## config.mk

```make
export PLATFORM = sky130hd
export DESIGN_NAME = pspp_serial_port
export DESIGN_NICKNAME = d
export VERILOG_FILES = /design/src/pspp_pkg.sv /design/src/pspp_serial_port.sv
export SDC_FILE = /design/constraint.sdc
export NUM_CORES = 1
export LEC_CHECK = 0
export BUFFER_PORTS_ARGS = -buffer_cell sky130_fd_sc_hd__buf_4
export CAP_MARGIN = 20
export CORE_AREA = 2 2 97 80
export CTS_BUF_LIST = sky130_fd_sc_hd__clkbuf_2
export CTS_CLUSTER_SIZE = 16
export DETAILED_ROUTE_END_ITERATION = 6
export DIE_AREA = 0 0 99 82
export PLACE_DENSITY = 0.63
export SYNTH_ARGS = -nofsm -noshare
export SYNTH_HDL_FRONTEND = slang
export SYNTH_SLANG_ARGS = --single-unit
```

## constraint.sdc

```tcl
create_clock -name clk_sys -period 3.4 [get_ports clk_sys]
set_clock_uncertainty 0.1 [all_clocks]
set_input_delay 0.34 -clock clk_sys [delete_from_list [all_inputs] [get_ports clk_sys]]
set_output_delay 0.34 -clock clk_sys [all_outputs]
set_load 0.01 [all_outputs]
```

## src/pspp_pkg.sv

```systemverilog
package pspp_pkg;

    // ****************************************
    // Widths and reset values
    // ****************************************
    localparam int unsigned MAIN_WIDTH = 20;
    localparam int unsigned ENH_WIDTH  = 8;
    localparam logic [19:0] MAIN_RESET = 20'h00000;
    localparam logic [7:0]  ENH_RESET  = 8'h00;

    // Synchroniser depth for pin inputs
    localparam int unsigned SYNC_STAGES = 2;

    // Synchroniser start value at pin idle levels: strobe high, mode pin high
    // Starting at zero would fake a strobe edge and a data-out enable at release
    localparam logic [5:0]  SYNC_RESET  = 6'h09;

    // Serial pin group as sampled from outside
    typedef struct packed {
        logic serial_clock;
        logic serial_data;
        logic load_strobe;
        logic enh_select;
    } pspp_serial_type;

    // Phase detector up and down pulses
    typedef struct packed {
        logic phase_up_pulse;
        logic phase_down_pulse;
    } pspp_phase_type;

    // Charge pump drive: source and sink enables
    typedef struct packed {
        logic source;
        logic sink;
    } pspp_pump_type;

endpackage : pspp_pkg

```

## src/pspp_serial_port.sv

```systemverilog
`timescale 1ns/1ps
`default_nettype none

// Overview of operation
// - Enhancement select low: each serial clock rise shifts data into 20-bit main register.
// - Enhancement select high: shift into 8-bit enhancement register, main register untouched.
// - Words arrive MSB first; first shifted bit ends as the top bit.
// - Main register shifts only while the load strobe is low.
// - Load strobe rising edge copies whole main register into holding register.
// - Counter source select 1 uses main register, 0 uses holding register.
// - Enhancement bits take effect only while enhancement mode input is low.
// - Filter capacitor output is NAND of up and down phase pulses.
// - Lock indicator is open drain: drives low only while both phase pulses are high, floats otherwise.
// - Charge pump sources when reference leads, sinks when reference lags.
// - Data out pin is enabled only while enhancement mode is active.
module pspp_serial_port (
    // Clock and reset
    input  wire logic                     clk_sys,
    input  wire logic                     reset,
    // Serial pins, asynchronous
    input  wire pspp_pkg::pspp_serial_type serial_pins,
    input  wire logic                     counter_source_select,
    input  wire logic                     enh_mode_n,
    // Phase detector, same clock
    input  wire pspp_pkg::pspp_phase_type phase_in,
    input  wire logic                     data_out_src,
    // Counter program word and enhancement bits
    output logic [19:0]                   counter_word,
    output logic [7:0]                    enh_bits,
    // Loop outputs
    output logic                          filter_cap_out,
    output logic                          lock_indicator_out,
    output logic                          lock_indicator_oe,
    output pspp_pkg::pspp_pump_type       charge_pump_out,
    // Data out pin
    output logic                          data_out,
    output logic                          data_out_oe
);
    import pspp_pkg::*;

    // ****************************************
    // Input synchronisers
    // ****************************************
    logic [5:0] sync1_r;
    logic [5:0] sync2_r;
    logic       sclk_prev_r;
    logic       load_prev_r;

    always_ff @(posedge clk_sys) begin
        if (reset) begin
            sync1_r <= SYNC_RESET;
            sync2_r <= SYNC_RESET;
        end else begin
            sync1_r <= {serial_pins, counter_source_select, enh_mode_n};
            sync2_r <= sync1_r;
        end
    end

    logic sclk_s;
    logic sdata_s;
    logic load_s;
    logic esel_s;
    logic fsel_s;
    logic enh_n_s;
    assign {sclk_s, sdata_s, load_s, esel_s, fsel_s, enh_n_s} = sync2_r;

    always_ff @(posedge clk_sys) begin
        if (reset) begin
            sclk_prev_r <= 1'b0;
            load_prev_r <= 1'b1;
        end else begin
            sclk_prev_r <= sclk_s;
            load_prev_r <= load_s;
        end
    end

    logic sclk_rise;
    logic load_rise;
    assign sclk_rise = sclk_s & ~sclk_prev_r;
    assign load_rise = load_s & ~load_prev_r;

    // ****************************************
    // Shift registers
    // ****************************************
    logic [19:0] main_r;
    logic [19:0] main_nxt;
    logic [7:0]  enh_r;
    logic [7:0]  enh_nxt;
    logic [19:0] hold_r;

    assign main_nxt = {main_r[18:0], sdata_s};
    assign enh_nxt  = {enh_r[6:0], sdata_s};

    always_ff @(posedge clk_sys) begin
        if (reset) begin
            main_r <= MAIN_RESET;
        end else if (sclk_rise && !esel_s && !load_s) begin
            main_r <= main_nxt;
        end
    end

    always_ff @(posedge clk_sys) begin
        if (reset) begin
            enh_r <= ENH_RESET;
        end else if (sclk_rise && esel_s) begin
            enh_r <= enh_nxt;
        end
    end

    always_ff @(posedge clk_sys) begin
        if (reset) begin
            hold_r <= MAIN_RESET;
        end else if (load_rise) begin
            hold_r <= main_r;
        end
    end

    // ****************************************
    // Counter programming
    // ****************************************
    always_ff @(posedge clk_sys) begin
        if (reset) begin
            counter_word <= MAIN_RESET;
            enh_bits     <= ENH_RESET;
        end else begin
            counter_word <= fsel_s ? main_r : hold_r;
            enh_bits     <= enh_n_s ? ENH_RESET : enh_r;
        end
    end

    // ****************************************
    // Lock detect, pump, data out
    // ****************************************
    logic nand_v;
    assign nand_v = ~(phase_in.phase_up_pulse & phase_in.phase_down_pulse);

    always_ff @(posedge clk_sys) begin
        if (reset) begin
            filter_cap_out     <= 1'b1;
            lock_indicator_out <= 1'b0;
            lock_indicator_oe  <= 1'b0;
        end else begin
            filter_cap_out     <= nand_v;
            lock_indicator_out <= 1'b0;
            lock_indicator_oe  <= ~nand_v;
        end
    end

    always_ff @(posedge clk_sys) begin
        if (reset) begin
            charge_pump_out <= '0;
        end else begin
            charge_pump_out.source <= phase_in.phase_up_pulse & ~phase_in.phase_down_pulse;
            charge_pump_out.sink   <= phase_in.phase_down_pulse & ~phase_in.phase_up_pulse;
        end
    end

    always_ff @(posedge clk_sys) begin
        if (reset) begin
            data_out    <= 1'b0;
            data_out_oe <= 1'b0;
        end else begin
            data_out    <= data_out_src & ~enh_n_s;
            data_out_oe <= ~enh_n_s;
        end
    end

    // ****************************************
    // Assertions
    // ****************************************
    // main shift
    main_shift_a : assert property (@(posedge clk_sys) disable iff (reset)
        sclk_rise && !esel_s && !load_s |=> main_r == $past(main_nxt))
        else $error("main register did not shift");
    enh_keep_main_a : assert property (@(posedge clk_sys) disable iff (reset)
        esel_s |=> $stable(main_r))
        else $error("main register changed in enhancement select");
    enh_shift_a : assert property (@(posedge clk_sys) disable iff (reset)
        sclk_rise && esel_s |=> enh_r[0] == $past(sdata_s) && enh_r[7:1] == $past(enh_r[6:0]))
        else $error("enhancement shift order wrong");
    strobe_block_a : assert property (@(posedge clk_sys) disable iff (reset)
        load_s |=> $stable(main_r))
        else $error("main register shifted with strobe high");
    hold_load_a : assert property (@(posedge clk_sys) disable iff (reset)
        load_rise |=> hold_r == $past(main_r))
        else $error("holding register not loaded");
    hold_keep_a : assert property (@(posedge clk_sys) disable iff (reset)
        !load_rise |=> $stable(hold_r))
        else $error("holding register changed without strobe edge");
    source_sel_a : assert property (@(posedge clk_sys) disable iff (reset)
        ##1 counter_word == ($past(fsel_s) ? $past(main_r) : $past(hold_r)))
        else $error("counter word from wrong source");
    enh_gate_a : assert property (@(posedge clk_sys) disable iff (reset)
        enh_n_s |=> enh_bits == ENH_RESET)
        else $error("enhancement bits active outside mode");
    nand_out_a : assert property (@(posedge clk_sys) disable iff (reset)
        ##1 filter_cap_out == !($past(phase_in.phase_up_pulse) && $past(phase_in.phase_down_pulse)))
        else $error("filter output is not nand of pulses");
    lock_drive_a : assert property (@(posedge clk_sys) disable iff (reset)
        ##1 lock_indicator_oe == ($past(phase_in.phase_up_pulse) && $past(phase_in.phase_down_pulse))
            && !lock_indicator_out)
        else $error("lock indicator drive wrong");
    pump_excl_a : assert property (@(posedge clk_sys) disable iff (reset)
        !(charge_pump_out.source && charge_pump_out.sink))
        else $error("pump sources and sinks together");
    pump_dir_a : assert property (@(posedge clk_sys) disable iff (reset)
        ##1 charge_pump_out.source == ($past(phase_in.phase_up_pulse) && !$past(phase_in.phase_down_pulse))
            && charge_pump_out.sink == ($past(phase_in.phase_down_pulse) && !$past(phase_in.phase_up_pulse)))
        else $error("pump direction wrong");
    dout_gate_a : assert property (@(posedge clk_sys) disable iff (reset)
        enh_n_s |=> !data_out_oe && !data_out)
        else $error("data out active outside enhancement mode");

endmodule : pspp_serial_port

`default_nettype wire

```

==> results.txt <==
----------------------------------------------------
[Logic synthesis]
  Commonest cells post-synth ... 96 x sky130_fd_sc_hd__dfxtp_1, 96 x sky130_fd_sc_hd__nand2_1, 48 x sky130_fd_sc_hd__a21oi_1
  Main flop type after synthesis ... sky130_fd_sc_hd__dfxtp_1
  Post-synthesis sequential area ratio ... between 60% and 70%
  Cell count after synthesis ... between 300 and 400
  Synthesized area ... approximately 3100 um^2
  Portion of synthesized cell area occupied by the leading cell type ... between 60% and 70%
  Number of distinct library cell variants in the gate-level netlist after synthesis ... 21
  Number of flip-flops and latches in the synthesized netlist ... 96
  Net count of the mapped netlist ... 347
  Synthesized area per cell ... 9.321 um^2
  Count of flip-flops with a built-in enable after synthesis ... 0
  Ranking of synthesized cells by area ... sky130_fd_sc_hd__dfxtp_1 61%, sky130_fd_sc_hd__nand2_1 12%, sky130_fd_sc_hd__a21oi_1 7.7%
  Proportion of register bits with asynchronous set or reset after synthesis ... 0%
  Synthesis Warnings ... 0
  Cell taking the most area after synthesis ... sky130_fd_sc_hd__dfxtp_1

[Layout]
  Layout area overhead ... 18.90%
  Fill cells ... 665
  Utilization after layout ... about 52%
  Net total in the final layout ... 395
  Number of diodes added for antenna fixing ... 0
  Share of final-layout standard cells stronger than drive strength 1 ... around 18%

[Critical path]
  CP peak stage delay ... 600 ps
  Endpoint type of the worst setup path ... flip-flop
  Critical path class ... flip-flop to flip-flop
  Source of the worst register-to-register timing path ... sync2_r[5]
  Startpoint class of the critical path ... flip-flop
  CP bufs+invs ... 1
  Gate family responsible for the most delay along the worst path ... simple AND/OR/NAND/NOR gates
  Required time at the worst-slack endpoint ... ~3800 ps
  CP Launch Point ... sync2_r[5]
  Crit-path slowest cell ... sky130_fd_sc_hd__nor4b_2
  Crit path DAT ... between 2000 and 2500 ps
  Critical Path, Cell by Cell ... nor4b_2 -> buf_4 -> nand2_1 -> a21oi_1
  Largest fanout on the critical path ... 13

[Timing]
  Least-Margin Pin Slew ... ~870 ps
  Unrepaired setup endpoints after global routing ... false
  Final Slew Violations ... 0
  Final critical path time including I/O delays and setup ... 1725 ps
  Number of endpoints with negative hold slack in the final report ... 0
  Worst slew margin relative to its limit ... 42.33%
  Finish-stage setup viols ... 0
  Hold Worst Slack ... 145.8 ps
  Final-layout setup total negative slack ... 0 ps
  Final critical-path share of the clock period ... 50.73%
  Top achievable clock speed ... slightly below 600 MHz

[Power]
  Maximum ir drop on the vdd rail ... approximately 0.28 mV
  Total power ... 1.739 mW
  Power per standard cell area ... between 400 and 500 nW/um^2
  Leakage power figure ... 1.392 nW

[Clock tree]
  TritonCTS buffer count ... 9
  Clock slew at the register clock pins of the worst setup and hold paths ... 250 ps
  Number of levels the H-tree was split into ... 3
  Later-pin clock latency in the skew report ... 540 ps
  Root buffer cell ... sky130_fd_sc_hd__clkbuf_2
  Clock tree from TritonCTS ... built
  Number of buffers on the longest clock path ... 2
  Hold_buf cts ... 10
  Setup repair bufs after CTS ... 0
  Clock sinks ... 96
  Quantity of gates resized following cts ... 0

[Die]
  Standard-cell row count ... 28
  Overall die area ... slightly above 8000 um^2
  Die Width ... 99 um
  Starting density of the core ... between 40% and 50%
  IO Count ... 46
  Die boundary height ... 82 um
  Core area ... 7182 um^2

[Drt]
  ANT nets after route ... 0
  DRT iter0 DRCs ... 70
  Routed vias/inst ... 4.668
  Detailed-route DRC error count ... 0
  Via count ... 2236
  Number of search-and-repair iterations in the first detailed-routing pass ... 5
  Average wire length per cell after detail routing ... ~11 um
  Wire length after detailed routing ... ~5.4 mm

[Global route]
  Total track usage ... 14.33%
  Number of global-route vias before repair ... 1964
  Global-route wire length before repair ... about 9.1 mm
  Pin count of the biggest net entering global routing ... 57
  Initial antenna violation count ... 0
  Overflow left after global routing ... 0

[Run]
  Max-cap violations ... 0

[Placed design]
  Detailed placement HPWL ... 3.275 mm
  Placer congestion estimate ... 0.7111
  Count of port buffers added during placement ... 44

[Outcome]
  Run status ... complete, no violations

[Min path]
  Class of the most critical hold timing path ... input pin to flip-flop
  Startpoint of the tightest hold check path ... reset

----------------------------------------------------
[stage by stage]
step	instances	worst slack, ps	area (um^2)
after global placement	453	1819	3507
final	479	1675	3724
after floorplan	336	2074	3132
after global routing	479	1501	3724
after CTS	479	1649	3724
after detailed placement	453	1731	3507
[cell type report]
class	instances	area, um^2	area share [%]
Timing Repair Buffer	58	460.4	12.37
Clock inverter	7	71.32	1.915
Sequential cell	96	1922	51.61
Inverter	1	3.754	0.1008
Clock buffer	9	45.04	1.210
Tap cell	90	112.6	3.024
Multi-Input combinational cell	218	1109	29.77
[power by group]
group	switching, mW	internal, mW
Sequential	0.00377	1.14
Combinational	0.0340	0.0288
Clock	0.365	0.170
Total	0.402	1.34
[cells by family (layout without fill, tap and decap cells)]
family                 after synthesis  count (layout)  synth area share (%)
muxes                               20              20                 6.392
and+or+nand+nor                    149             149                 21.02
buffers and inverters               22              75                 3.436
AOI/OAI and AO/OA                   48              48                 7.671
DFF                                 96              96                 61.37
other                                1               1                0.1197
[layout by cell type (no fill, tap or decap)]
cell type | Yosys | final
sky130_fd_sc_hd__nand2b_1 | 1 | 1
sky130_fd_sc_hd__or4b_4 | 1 | 1
sky130_fd_sc_hd__and3b_1 | 2 | 2
sky130_fd_sc_hd__buf_4 | 1 | 48
sky130_fd_sc_hd__clkinv_4 | 0 | 2
sky130_fd_sc_hd__bufinv_16 | 0 | 1
sky130_fd_sc_hd__mux2i_1 | 20 | 20
sky130_fd_sc_hd__nand2_1 | 96 | 96
sky130_fd_sc_hd__dfxtp_1 | 96 | 96
sky130_fd_sc_hd__a21oi_1 | 48 | 48
sky130_fd_sc_hd__clkinvlp_4 | 0 | 1
sky130_fd_sc_hd__clkbuf_2 | 0 | 9
sky130_fd_sc_hd__conb_1 | 1 | 1
sky130_fd_sc_hd__nor2_1 | 21 | 21
sky130_fd_sc_hd__nor2b_1 | 10 | 10
sky130_fd_sc_hd__or2_2 | 5 | 5
sky130_fd_sc_hd__nor3b_1 | 2 | 2
sky130_fd_sc_hd__dlygate4sd3_1 | 0 | 10
sky130_fd_sc_hd__clkinv_1 | 0 | 2
sky130_fd_sc_hd__nand3b_1 | 1 | 1
sky130_fd_sc_hd__inv_1 | 1 | 1
sky130_fd_sc_hd__nor4b_2 | 0 | 1
sky130_fd_sc_hd__and2_1 | 9 | 9
sky130_fd_sc_hd__inv_6 | 0 | 1
[worst reg2reg max path, cell delays in order, from the launching register on]
cell	delay [ps]
sky130_fd_sc_hd__dfxtp_1	440
sky130_fd_sc_hd__nor4b_2	600
sky130_fd_sc_hd__buf_4	310
sky130_fd_sc_hd__nand2_1	70
sky130_fd_sc_hd__a21oi_1	130
[routing by layer]
layer	vias up	part of all wire [%]	global-route usage, %
li1	1166	-	-
met1	1024	47	16.77
met2	42	47	23.38
met3	4	4.2	6.043
met4	0	1.2	6.027
met5	-	0	0
[sequential cells by signal, indices dropped and copies added, names as in the netlist]
register           flops
filter_cap_out         1
enh_bits               8
data_out_oe            1
enh_r                  8
sync2_r                6
lock_indicator_oe      1
sync1_r                6
data_out               1
sclk_prev_r            1
charge_pump_out        2
counter_word          20
load_prev_r            1
main_r                20
hold_r                20
[worst paths after layout]
check / depth (start not counted) / slack, ps / end
hold reg to reg: 1 / 340 / sync2_r[0]
hold / removal: 2 / 150 / counter_word[18]
setup reg to reg: 4 / 1680 / main_r[17]
setup / recovery: 4 / 1680 / main_r[17]
No activity file was read; power rests on OpenSTA's default activity.
